<file path="src/include/ptc_pkg.sv">
package ptc_pkg;

  // one channel's terminal-control field, msb first
  typedef struct packed {
    logic netForceShutdown;
    logic termAConnect;
    logic wiperTermConnect;
    logic termBConnect;
  } ptc_chan_t;

  // 9-bit terminal-control register: general call accept over two channels
  typedef struct packed {
    logic         generalCallAccept;
    ptc_chan_t [1:0] chan;
  } ptc_terminal_control_reg_t;

  // switch controls handed to the analog network of one channel
  typedef struct packed {
    logic potTerminalAPin;
    logic potWiperPin;
    logic potTerminalBPin;
    logic wiperShortToB;
  } ptc_term_t;

  typedef enum logic [2:0] {
    PTC_IDLE = 3'b000,
    PTC_RECV = 3'b001,
    PTC_ACK  = 3'b010,
    PTC_SEND = 3'b011,
    PTC_MACK = 3'b100,
    PTC_SKIP = 3'b101
  } ptc_state_t;

  // reset values and wiper scale limits
  localparam logic [8:0] TERMINAL_CONTROL_REG_RESET       = 9'h1FF;
  localparam logic [8:0] WIPER_RESET      = 9'h080;
  localparam logic [8:0] WIPER_FULL_SCALE = 9'h100;
  localparam logic [8:0] WIPER_ZERO_SCALE = 9'h000;

  // slave address and special codes
  localparam logic [3:0] SLAVE_ADDR_FIXED = 4'h5;
  localparam logic [7:0] GENERAL_CALL     = 8'h00;
  localparam logic [4:0] HS_MASTER_PREFIX = 5'h01;

  // memory address field values
  localparam logic [3:0] MEM_WIPER0 = 4'h0;
  localparam logic [3:0] MEM_WIPER1 = 4'h1;
  localparam logic [3:0] MEM_TERMINAL_CONTROL_REG   = 4'h4;
  localparam logic [3:0] MEM_STATUS = 4'h5;

  // command field values
  localparam logic [1:0] CMD_WRITE = 2'h0;
  localparam logic [1:0] CMD_INC   = 2'h1;
  localparam logic [1:0] CMD_DEC   = 2'h2;
  localparam logic [1:0] CMD_READ  = 2'h3;

  // byte positions within a frame
  localparam logic [1:0] BYTE_ADDR = 2'h0;
  localparam logic [1:0] BYTE_CMD  = 2'h1;
  localparam logic [1:0] BYTE_DATA = 2'h2;

  // timing: bus clock modes in kHz and the sampling margin they leave
  localparam int CLK_SYS_KHZ  = 200000;
  localparam int STD_MODE_KHZ = 100;
  localparam int FAST_MODE_KHZ = 400;
  localparam int HS_MODE_KHZ  = 3400;
  localparam int HS_BIT_CYCLES = CLK_SYS_KHZ / HS_MODE_KHZ;
  localparam logic [1:0] STRAP_SETTLE_CYCLES = 2'h3;

endpackage

</file>
<file path="src/core/ptc_sync.sv">
`timescale 1ns/1ps
module ptc_sync #(
  parameter int WIDTH = 1
) (
  // clock and reset
  input  wire logic             clk_sys,
  input  wire logic             reset_n,
  input  wire logic             clkEn,
  // asynchronous in, synchronous out
  input  wire logic [WIDTH-1:0] asyncIn,
  output logic      [WIDTH-1:0] syncOut
);

  logic [WIDTH-1:0] stage1_q;

  // first stage feeds only the second
  always_ff @(posedge clk_sys or negedge reset_n)
  begin
    if (!reset_n)
    begin
      stage1_q <= '1;
      syncOut  <= '1;
    end
    else if (clkEn)
    begin
      stage1_q <= asyncIn;
      syncOut  <= stage1_q;
    end
  end

endmodule

</file>
<file path="src/core/pot_i2c_slave_terminal_ctrl.sv">
`timescale 1ns/1ps
module pot_i2c_slave_terminal_ctrl (
  // clock, reset, enable
  input  wire logic             clk_sys,
  input  wire logic             reset_n,
  input  wire logic             clkEn,
  // serial bus pins; the clock pin is input only
  input  wire logic             sclIn,
  input  wire logic             sdaIn,
  output logic                  sdaOut,
  output logic                  sdaOe,
  // address and high-voltage pins
  input  wire logic             addrPinZero,
  input  wire logic             addrPinOne,
  input  wire logic             addrPinTwo,
  input  wire logic             highVoltageCmdIn,
  // status
  output logic                  hsMode,
  output logic                  highVoltageMode,
  // register contents and network controls
  output ptc_pkg::ptc_terminal_control_reg_t    terminalControlReg,
  output logic [8:0]            wiperValue0,
  output logic [8:0]            wiperValue1,
  output ptc_pkg::ptc_term_t    termCtrl0,
  output ptc_pkg::ptc_term_t    termCtrl1
);
  import ptc_pkg::*;

  logic       sclS;
  logic       sdaS;
  logic       addr0S;
  logic       addr1S;
  logic       addr2S;
  logic       hvcS;
  logic       sclPrev_q;
  logic       sdaPrev_q;
  ptc_state_t state_q;
  logic [2:0] bitCnt_q;
  logic [7:0] shift_q;
  logic [7:0] txShift_q;
  logic       txLow_q;
  logic [1:0] byteIdx_q;
  logic       byteDone_q;
  logic       ackOk_q;
  logic       sendNext_q;
  logic       gcActive_q;
  logic       mackOk_q;
  logic [3:0] memAddr_q;
  logic       dataHi_q;
  logic       hsMode_q;
  logic       hvMode_q;
  logic       addr0_q;
  logic [1:0] capCnt_q;
  logic       capDone_q;
  ptc_terminal_control_reg_t  terminal_control_reg_q;
  logic [8:0] wiper_q [2];

  logic       sclRise;
  logic       sclFall;
  logic       startDet;
  logic       stopDet;
  logic       byteEnd;
  logic [7:0] rxByte;
  logic [6:0] devAddr;
  logic [8:0] readVal;
  logic       ackOk;
  logic       sendNext;
  logic       gcNext;
  logic       setHs;
  logic       execWr;
  logic       execInc;
  logic       execDec;
  logic [1:0] nextIdx;

  function automatic logic cmdValid(input logic [3:0] mem, input logic [1:0] cmd);
    logic ok;
    ok = 1'b0;
    if (mem == MEM_WIPER0 || mem == MEM_WIPER1)
      ok = 1'b1;
    else if (mem == MEM_TERMINAL_CONTROL_REG)
      ok = (cmd == CMD_WRITE) || (cmd == CMD_READ);
    else if (mem == MEM_STATUS)
      ok = (cmd == CMD_READ);
    return ok;
  endfunction

  // six pins synced; at 200 MHz a high-speed bit still spans dozens of samples
  ptc_sync #(.WIDTH(6)) u_sync (
    .clk_sys (clk_sys),
    .reset_n (reset_n),
    .clkEn   (clkEn),
    .asyncIn ({sclIn, sdaIn, addrPinZero, addrPinOne, addrPinTwo, highVoltageCmdIn}),
    .syncOut ({sclS, sdaS, addr0S, addr1S, addr2S, hvcS})
  );

  // open drain: only ever pull low; no clock output exists at all
  assign sdaOut = 1'b0;

  assign sclRise  = sclS & ~sclPrev_q;
  assign sclFall  = ~sclS & sclPrev_q;
  assign startDet = sclS & sclPrev_q & sdaPrev_q & ~sdaS;
  assign stopDet  = sclS & sclPrev_q & ~sdaPrev_q & sdaS;
  assign rxByte   = {shift_q[6:0], sdaS};
  assign byteEnd  = (state_q == PTC_RECV) && sclRise && (bitCnt_q == 3'h7);
  // pins two and one are read live, they must stay static
  assign devAddr  = {SLAVE_ADDR_FIXED, addr2S, addr1S, addr0_q};

  always_ff @(posedge clk_sys or negedge reset_n)
  begin
    if (!reset_n)
    begin
      sclPrev_q <= 1'b1;
      sdaPrev_q <= 1'b1;
    end
    else if (clkEn)
    begin
      sclPrev_q <= sclS;
      sdaPrev_q <= sdaS;
    end
  end

  // strap capture waits for the synchroniser to fill after reset release
  always_ff @(posedge clk_sys or negedge reset_n)
  begin
    if (!reset_n)
    begin
      capCnt_q  <= 2'h0;
      capDone_q <= 1'b0;
      addr0_q   <= 1'b1;
    end
    else if (clkEn && !capDone_q)
    begin
      if (capCnt_q == STRAP_SETTLE_CYCLES)
      begin
        addr0_q   <= addr0S;
        capDone_q <= 1'b1;
      end
      else
        capCnt_q <= capCnt_q + 2'h1;
    end
  end

  // byte decision, evaluated at the eighth rising edge
  always_comb
  begin
    ackOk    = 1'b0;
    sendNext = 1'b0;
    gcNext   = 1'b0;
    setHs    = 1'b0;
    execWr   = 1'b0;
    execInc  = 1'b0;
    execDec  = 1'b0;
    nextIdx  = byteIdx_q;
    unique case (byteIdx_q)
      BYTE_ADDR:
      begin
        nextIdx = BYTE_CMD;
        if (rxByte[7:1] == devAddr)
        begin
          ackOk    = 1'b1;
          sendNext = rxByte[0];
        end
        else if (rxByte == GENERAL_CALL && terminal_control_reg_q.generalCallAccept)
        begin
          ackOk  = 1'b1;
          gcNext = 1'b1;
        end
        else if (rxByte[7:3] == HS_MASTER_PREFIX)
          setHs = 1'b1;
      end
      BYTE_CMD:
      begin
        // general call command table is not decoded: refused
        if (!gcActive_q && cmdValid(rxByte[7:4], rxByte[3:2]))
        begin
          ackOk = 1'b1;
          unique case (rxByte[3:2])
            CMD_WRITE: nextIdx  = BYTE_DATA;
            CMD_INC:   execInc  = 1'b1;
            CMD_DEC:   execDec  = 1'b1;
            CMD_READ:  sendNext = 1'b1;
          endcase
        end
      end
      BYTE_DATA:
      begin
        ackOk   = 1'b1;
        execWr  = 1'b1;
        nextIdx = BYTE_CMD;
      end
      default:
        ackOk = 1'b0;
    endcase
  end

  always_comb
  begin
    unique case (memAddr_q)
      MEM_WIPER0: readVal = wiper_q[0];
      MEM_WIPER1: readVal = wiper_q[1];
      MEM_TERMINAL_CONTROL_REG:   readVal = terminal_control_reg_q;
      default:    readVal = {7'h00, hsMode_q, hvMode_q};
    endcase
  end

  // bus state machine; start and stop win over any bit event
  always_ff @(posedge clk_sys or negedge reset_n)
  begin
    if (!reset_n)
    begin
      state_q    <= PTC_IDLE;
      bitCnt_q   <= 3'h0;
      shift_q    <= 8'h00;
      txShift_q  <= 8'h00;
      txLow_q    <= 1'b0;
      byteIdx_q  <= BYTE_ADDR;
      byteDone_q <= 1'b0;
      ackOk_q    <= 1'b0;
      sendNext_q <= 1'b0;
      gcActive_q <= 1'b0;
      mackOk_q   <= 1'b0;
      memAddr_q  <= MEM_WIPER0;
      dataHi_q   <= 1'b0;
      sdaOe      <= 1'b0;
    end
    else if (clkEn)
    begin
      if (startDet)
      begin
        state_q    <= PTC_RECV;
        bitCnt_q   <= 3'h0;
        byteIdx_q  <= BYTE_ADDR;
        byteDone_q <= 1'b0;
        gcActive_q <= 1'b0;
        sdaOe      <= 1'b0;
      end
      else if (stopDet)
      begin
        state_q    <= PTC_IDLE;
        byteDone_q <= 1'b0;
        sdaOe      <= 1'b0;
      end
      else
      begin
        unique case (state_q)
          PTC_IDLE, PTC_SKIP:
            sdaOe <= 1'b0;
          PTC_RECV:
          begin
            if (sclRise)
            begin
              shift_q  <= rxByte;
              bitCnt_q <= bitCnt_q + 3'h1;
              if (bitCnt_q == 3'h7)
              begin
                byteDone_q <= 1'b1;
                ackOk_q    <= ackOk;
                sendNext_q <= sendNext;
                byteIdx_q  <= nextIdx;
                if (gcNext)
                  gcActive_q <= 1'b1;
                if (byteIdx_q == BYTE_CMD && ackOk)
                begin
                  memAddr_q <= rxByte[7:4];
                  dataHi_q  <= rxByte[0];
                end
              end
            end
            else if (sclFall && byteDone_q)
            begin
              state_q    <= PTC_ACK;
              byteDone_q <= 1'b0;
              sdaOe      <= ackOk_q;
            end
          end
          PTC_ACK:
          begin
            if (sclFall)
            begin
              bitCnt_q <= 3'h0;
              if (!ackOk_q)
              begin
                state_q <= PTC_SKIP;
                sdaOe   <= 1'b0;
              end
              else if (sendNext_q)
              begin
                state_q   <= PTC_SEND;
                txLow_q   <= 1'b1;
                txShift_q <= {7'h00, readVal[8]};
                sdaOe     <= 1'b1;
              end
              else
              begin
                state_q <= PTC_RECV;
                sdaOe   <= 1'b0;
              end
            end
          end
          PTC_SEND:
          begin
            if (sclFall)
            begin
              if (bitCnt_q == 3'h7)
              begin
                state_q <= PTC_MACK;
                sdaOe   <= 1'b0;
              end
              else
              begin
                bitCnt_q  <= bitCnt_q + 3'h1;
                txShift_q <= {txShift_q[6:0], 1'b0};
                sdaOe     <= ~txShift_q[6];
              end
            end
          end
          PTC_MACK:
          begin
            if (sclRise)
              mackOk_q <= ~sdaS;
            else if (sclFall)
            begin
              bitCnt_q <= 3'h0;
              if (mackOk_q)
              begin
                state_q   <= PTC_SEND;
                txLow_q   <= ~txLow_q;
                txShift_q <= txLow_q ? readVal[7:0] : {7'h00, readVal[8]};
                sdaOe     <= txLow_q ? ~readVal[7] : 1'b1;
              end
              else
                state_q <= PTC_SKIP;
            end
          end
          default:
            state_q <= PTC_IDLE;
        endcase
      end
    end
  end

  // high-speed mode and high-voltage marking live until the next stop
  always_ff @(posedge clk_sys or negedge reset_n)
  begin
    if (!reset_n)
    begin
      hsMode_q <= 1'b0;
      hvMode_q <= 1'b0;
    end
    else if (clkEn)
    begin
      if (stopDet)
      begin
        hsMode_q <= 1'b0;
        hvMode_q <= 1'b0;
      end
      else if (byteEnd && byteIdx_q == BYTE_ADDR)
      begin
        if (setHs)
          hsMode_q <= 1'b1;
        if (hvcS)
          hvMode_q <= 1'b1;
      end
    end
  end

  // register updates; shutdown state never gates these writes
  always_ff @(posedge clk_sys or negedge reset_n)
  begin
    if (!reset_n)
    begin
      terminal_control_reg_q     <= TERMINAL_CONTROL_REG_RESET;
      wiper_q[0] <= WIPER_RESET;
      wiper_q[1] <= WIPER_RESET;
    end
    else if (clkEn && byteEnd && !gcActive_q)
    begin
      if (execWr && memAddr_q == MEM_TERMINAL_CONTROL_REG)
        terminal_control_reg_q <= {dataHi_q, rxByte};
      else if (execWr && memAddr_q[3:1] == 3'h0)
        wiper_q[memAddr_q[0]] <= {dataHi_q, rxByte};
      else if (execInc && wiper_q[rxByte[4]] < WIPER_FULL_SCALE)
        wiper_q[rxByte[4]] <= wiper_q[rxByte[4]] + 9'h001;
      else if (execDec && wiper_q[rxByte[4]] != WIPER_ZERO_SCALE)
        wiper_q[rxByte[4]] <= wiper_q[rxByte[4]] - 9'h001;
    end
  end

  // wiper registers are independent of shutdown, so exit restores position
  assign wiperValue0        = wiper_q[0];
  assign wiperValue1        = wiper_q[1];
  assign terminalControlReg = terminal_control_reg_q;
  assign hsMode             = hsMode_q;
  assign highVoltageMode    = hvMode_q;

  // connect bits are overridden, not cleared, so they return intact
  always_comb
  begin
    termCtrl0.potTerminalAPin = terminal_control_reg_q.chan[0].netForceShutdown & terminal_control_reg_q.chan[0].termAConnect;
    termCtrl0.potWiperPin     = ~terminal_control_reg_q.chan[0].netForceShutdown | terminal_control_reg_q.chan[0].wiperTermConnect;
    termCtrl0.potTerminalBPin = ~terminal_control_reg_q.chan[0].netForceShutdown | terminal_control_reg_q.chan[0].termBConnect;
    termCtrl0.wiperShortToB   = ~terminal_control_reg_q.chan[0].netForceShutdown;
    termCtrl1.potTerminalAPin = terminal_control_reg_q.chan[1].netForceShutdown & terminal_control_reg_q.chan[1].termAConnect;
    termCtrl1.potWiperPin     = ~terminal_control_reg_q.chan[1].netForceShutdown | terminal_control_reg_q.chan[1].wiperTermConnect;
    termCtrl1.potTerminalBPin = ~terminal_control_reg_q.chan[1].netForceShutdown | terminal_control_reg_q.chan[1].termBConnect;
    termCtrl1.wiperShortToB   = ~terminal_control_reg_q.chan[1].netForceShutdown;
  end

endmodule

</file>
<file path="config.mk">
export PLATFORM = sky130hd
export DESIGN_NAME = pot_i2c_slave_terminal_ctrl
export DESIGN_NICKNAME = d
export VERILOG_FILES = /design/src/include/ptc_pkg.sv /design/src/core/ptc_sync.sv /design/src/core/pot_i2c_slave_terminal_ctrl.sv
export SDC_FILE = /design/constraint.sdc
export NUM_CORES = 1
export LEC_CHECK = 0
export BUFFER_PORTS_ARGS = -buffer_cell sky130_fd_sc_hd__buf_2
export CAP_MARGIN = 10
export CORE_ASPECT_RATIO = 1.2
export CORE_MARGIN = 5
export CORE_UTILIZATION = 30
export CTS_BUF_LIST = sky130_fd_sc_hd__clkbuf_8
export DETAILED_ROUTE_END_ITERATION = 16
export HOLD_SLACK_MARGIN = 0.05
export SLEW_MARGIN = 40
export SYNTH_ARGS = -nofsm -noshare
export SYNTH_HDL_FRONTEND = slang
export SYNTH_SLANG_ARGS = --single-unit
</file>
<file path="constraint.sdc">
create_clock -name clk_sys -period 3.65 [get_ports clk_sys]
set_clock_uncertainty 0.2 [all_clocks]
set_input_delay 0.5475 -clock clk_sys [delete_from_list [all_inputs] [get_ports clk_sys]]
set_output_delay 0.5475 -clock clk_sys [all_outputs]
set_load 0.05 [all_outputs]
</file>
==> impl_metrics.json <==
{
  "status": "finished, final reports clean",
  "r2r_cells": 9,
  "arrival_ns": 3.21,
  "ir_drop_v": 0.0001914,
  "synth_seq_area_share": 0.4158,
  "gr-usage-all-layers": 0.1423,
  "clock_latency_ns": 0.37,
  "synth-simple-area-share": 0.1869,
  "drive_gt1_frac": 0.2763,
  "core-area_um2": 16210,
  "cts-root-buf": "clkbuf_8",
  "tns_ns": 0,
  "clockBufferDepth": 2,
  "row_count": 51,
  "gp_congestion": 0.9452,
  "first_iter_violations": 356,
  "area.growth.synth_to_final_pct": 13.29,
  "postSynthAreaPerCell_um2": 9.526,
  "r2r-start": "shift_q[1]",
  "start_util": 0.3056,
  "synthXorXnorAreaFrac": 0.01238,
  "final_max_slew_viol_count": 0,
  "antenna_found_initial": 0,
  "netlist_instances": 520,
  "relSlewSlack": 0.5256,
  "worstSetupPathType": "flip-flop to flip-flop",
  "power.density_nw_per_um2": 538.6,
  "syn_nets": 539,
  "clk_pin_slew_worst_paths_ns": 0.09,
  "min_path_cells": 2,
  "cp.required_ns": 3.70,
  "viasPerCell": 5.335,
  "rsz0062_at_grt": "false",
  "portBuffers": 46,
  "grt_pass1_vias": 4069,
  "htreeDepth": 3,
  "nNetsFinal": 575,
  "die_w_um": 127.3,
  "worst_pin_slew_ns": 0.7116,
  "final-setup-viol-count": 0,
  "ys_types": 78,
  "synth_area_um2": 4954,
  "reg2reg_setup_slack_ns": 0.49,
  "ant_nets": 0,
  "clock.fmax_ghz": 0.3166,
  "cap_violations": 0,
  "path_max_fanout": 10,
  "cts_resized": 0,
  "hold_path_startpoint": "highVoltageCmdIn",
  "grt_overflow": 0,
  "io_pins": 48,
  "yosysWarnings": 0,
  "cts_tree": "built",
  "wl_um": 13350,
  "synth_edf_count": 0,
  "total_leakage_power_nw": 2.388,
  "grt_max_degree": 82,
  "diodes": 0,
  "post_drt_wl_per_cell_um": 17.26,
  "async_reset_ff_frac": 1.000,
  "finalHoldViolations": 0,
  "die_height_um": 150.8,
  "synth_top_family_by_area": "compound AO/OA/AOI/OAI gates",
  "synthMuxAreaShare": 0.1177,
  "rr_endpoint": "wiperValue1[2]",
  "utilization": 0.3462,
  "fin_crit_sh": 0.8653,
  "min_period_ns": 3.158,
  "hold_end": "u_sync.stage1_q[0]",
  "numCtsBuffers": 9,
  "synth_compound_area_frac": 0.2006,
  "synth.ff_latch_count": 81,
  "vias": 4124,
  "numClockSinks": 81,
  "start_kind": "flip-flop",
  "place_hpwl_um": 9778,
  "ys.flop_type": "dfrtp_1",
  "grt_pass1_wl_um": 21620,
  "worst_setup_path_end_kind": "flip-flop",
  "die_area_um2": 19190,
  "drt_first_pass_iters": 5,
  "hp-class": "input port to flip-flop",
  "drc": 0,
  "post_synth_fa_ha_maj_area_fraction": 0.02526
}
[worst max path at each step]
stage                    start             end  slack, ns  cells after the start
detailed placement  shift_q[1]  wiperValue1[2]       0.52                      9
CTS                 shift_q[1]  wiperValue1[2]       0.50                      9
finish              shift_q[1]  wiperValue1[2]       0.49                      9
global placement    shift_q[1]  wiperValue1[2]       0.59                      9
floorplan           shift_q[1]  wiperValue0[4]       0.94                      8
global route        shift_q[1]  wiperValue1[2]       0.29                      9
[critical path, cell delays in order (launching register included)]
cell and delay (ns):
dfrtp_1 0.49, inv_1 0.14, ha_1 0.31, or2_1 0.28
a311oi_4 0.40, o211ai_4 0.17, a221oi_4 0.51, buf_4 0.25
o21ai_1 0.07, a22o_1 0.22
[cells in the final DEF (no fill, tap or decap), types with 5 or more instances in the layout]
cell type	instances
inv_1	17
nor2_1	57
buf_4	10
a21oi_1	34
nor3_1	8
dfstp_2	26
a22oi_1	7
mux2_2	35
o2bb2ai_1	7
o21ai_0	36
buf_2	45
dfrtp_1	55
mux2i_1	16
nand3_1	9
nand2_1	50
nor2b_1	5
nand2b_1	12
clkbuf_8	11
a22o_1	9
ha_1	10
[report_power, final]
| group | internal (mW) | switching, mW |
|---|---|---|
| sequential | 1.03 | 0.230 |
| combinational | 0.454 | 0.632 |
| clock | 0.336 | 0.339 |
| total | 1.82 | 1.20 |
[synth_stat cells (9+ instances only)]
| cell type | number | share of area |
|---|---|---|
| nand2b_1 | 12 | 0.015 |
| a22o_1 | 9 | 0.016 |
| dfrtp_1 | 55 | 0.28 |
| nand3_1 | 9 | 0.0091 |
| mux2_2 | 35 | 0.080 |
| dfstp_2 | 26 | 0.14 |
| ha_1 | 10 | 0.025 |
| a21oi_1 | 34 | 0.034 |
| o21ai_0 | 36 | 0.036 |
| inv_1 | 16 | 0.012 |
| nor2_1 | 57 | 0.043 |
| nand2_1 | 50 | 0.038 |
| mux2i_1 | 16 | 0.032 |
| clkbuf_1 | 22 | 0.017 |
[sequential cells by signal (all words and copies together) (netlist names), 2 cells and up]
| register | count |
|---|---|
| memAddr_q | 4 |
| u_sync.stage1_q | 6 |
| wiperValue1 | 9 |
| state_q | 3 |
| shift_q | 7 |
| bitCnt_q | 3 |
| txShift_q | 7 |
| byteIdx_q | 2 |
| u_sync.syncOut | 6 |
| wiperValue0 | 9 |
| capCnt_q | 2 |
| terminalControlReg | 9 |
[per-layer routing]
| layer | up-vias | global-route usage | share of wire |
|---|---|---|---|
| met4 | 0 | 0.06706 | 0.029 |
| met2 | 133 | 0.2237 | 0.46 |
| met5 | - | 0 | 0 |
| li1 | 1945 | - | - |
| met1 | 2018 | 0.1859 | 0.45 |
| met3 | 28 | 0.03123 | 0.056 |
[cell families (layout without fill, tap and decap cells)]
family          count (synthesis)  after routing
xor+xnor                        7              7
simple gates                  182            182
compound gates                138            138
flops                          81             81
mux                            53             53
fa+ha+maj                      10             10
other cells                     1              1
buf+inv                        48             89
[repair_timing]
action / CTS / global route
hold buffers: 1 / 0
buffers inserted: 0 / 0
endpoints found under the hold margin: 16 / 0
[area by class of cell]
class | count | area [um2]
tap | 212 | 265.3
clock inverter | 6 | 66.31
fill | 1696 | 10600
multi-input combinational | 391 | 2699
inverter | 16 | 60.06
sequential | 81 | 2059
clock buffer | 10 | 137.6
timing repair buffer | 57 | 324.1
[stage by stage]
stage	setup WS (ns)	power, mW	instances	area [um2]	hold WS [ns]
global placement	0.5912	2.319	756	5391	0.2617
detailed placement	0.5245	2.349	756	5395	0.2674
CTS	0.5000	3.042	773	5609	0.1845
finish	0.4918	3.022	773	5612	0.2114
global route	0.2863	3.228	773	5612	0.1856
floorplan	0.9397	2.084	520	4954	0.05191
Note: power is estimated with default switching activity, not from simulation.
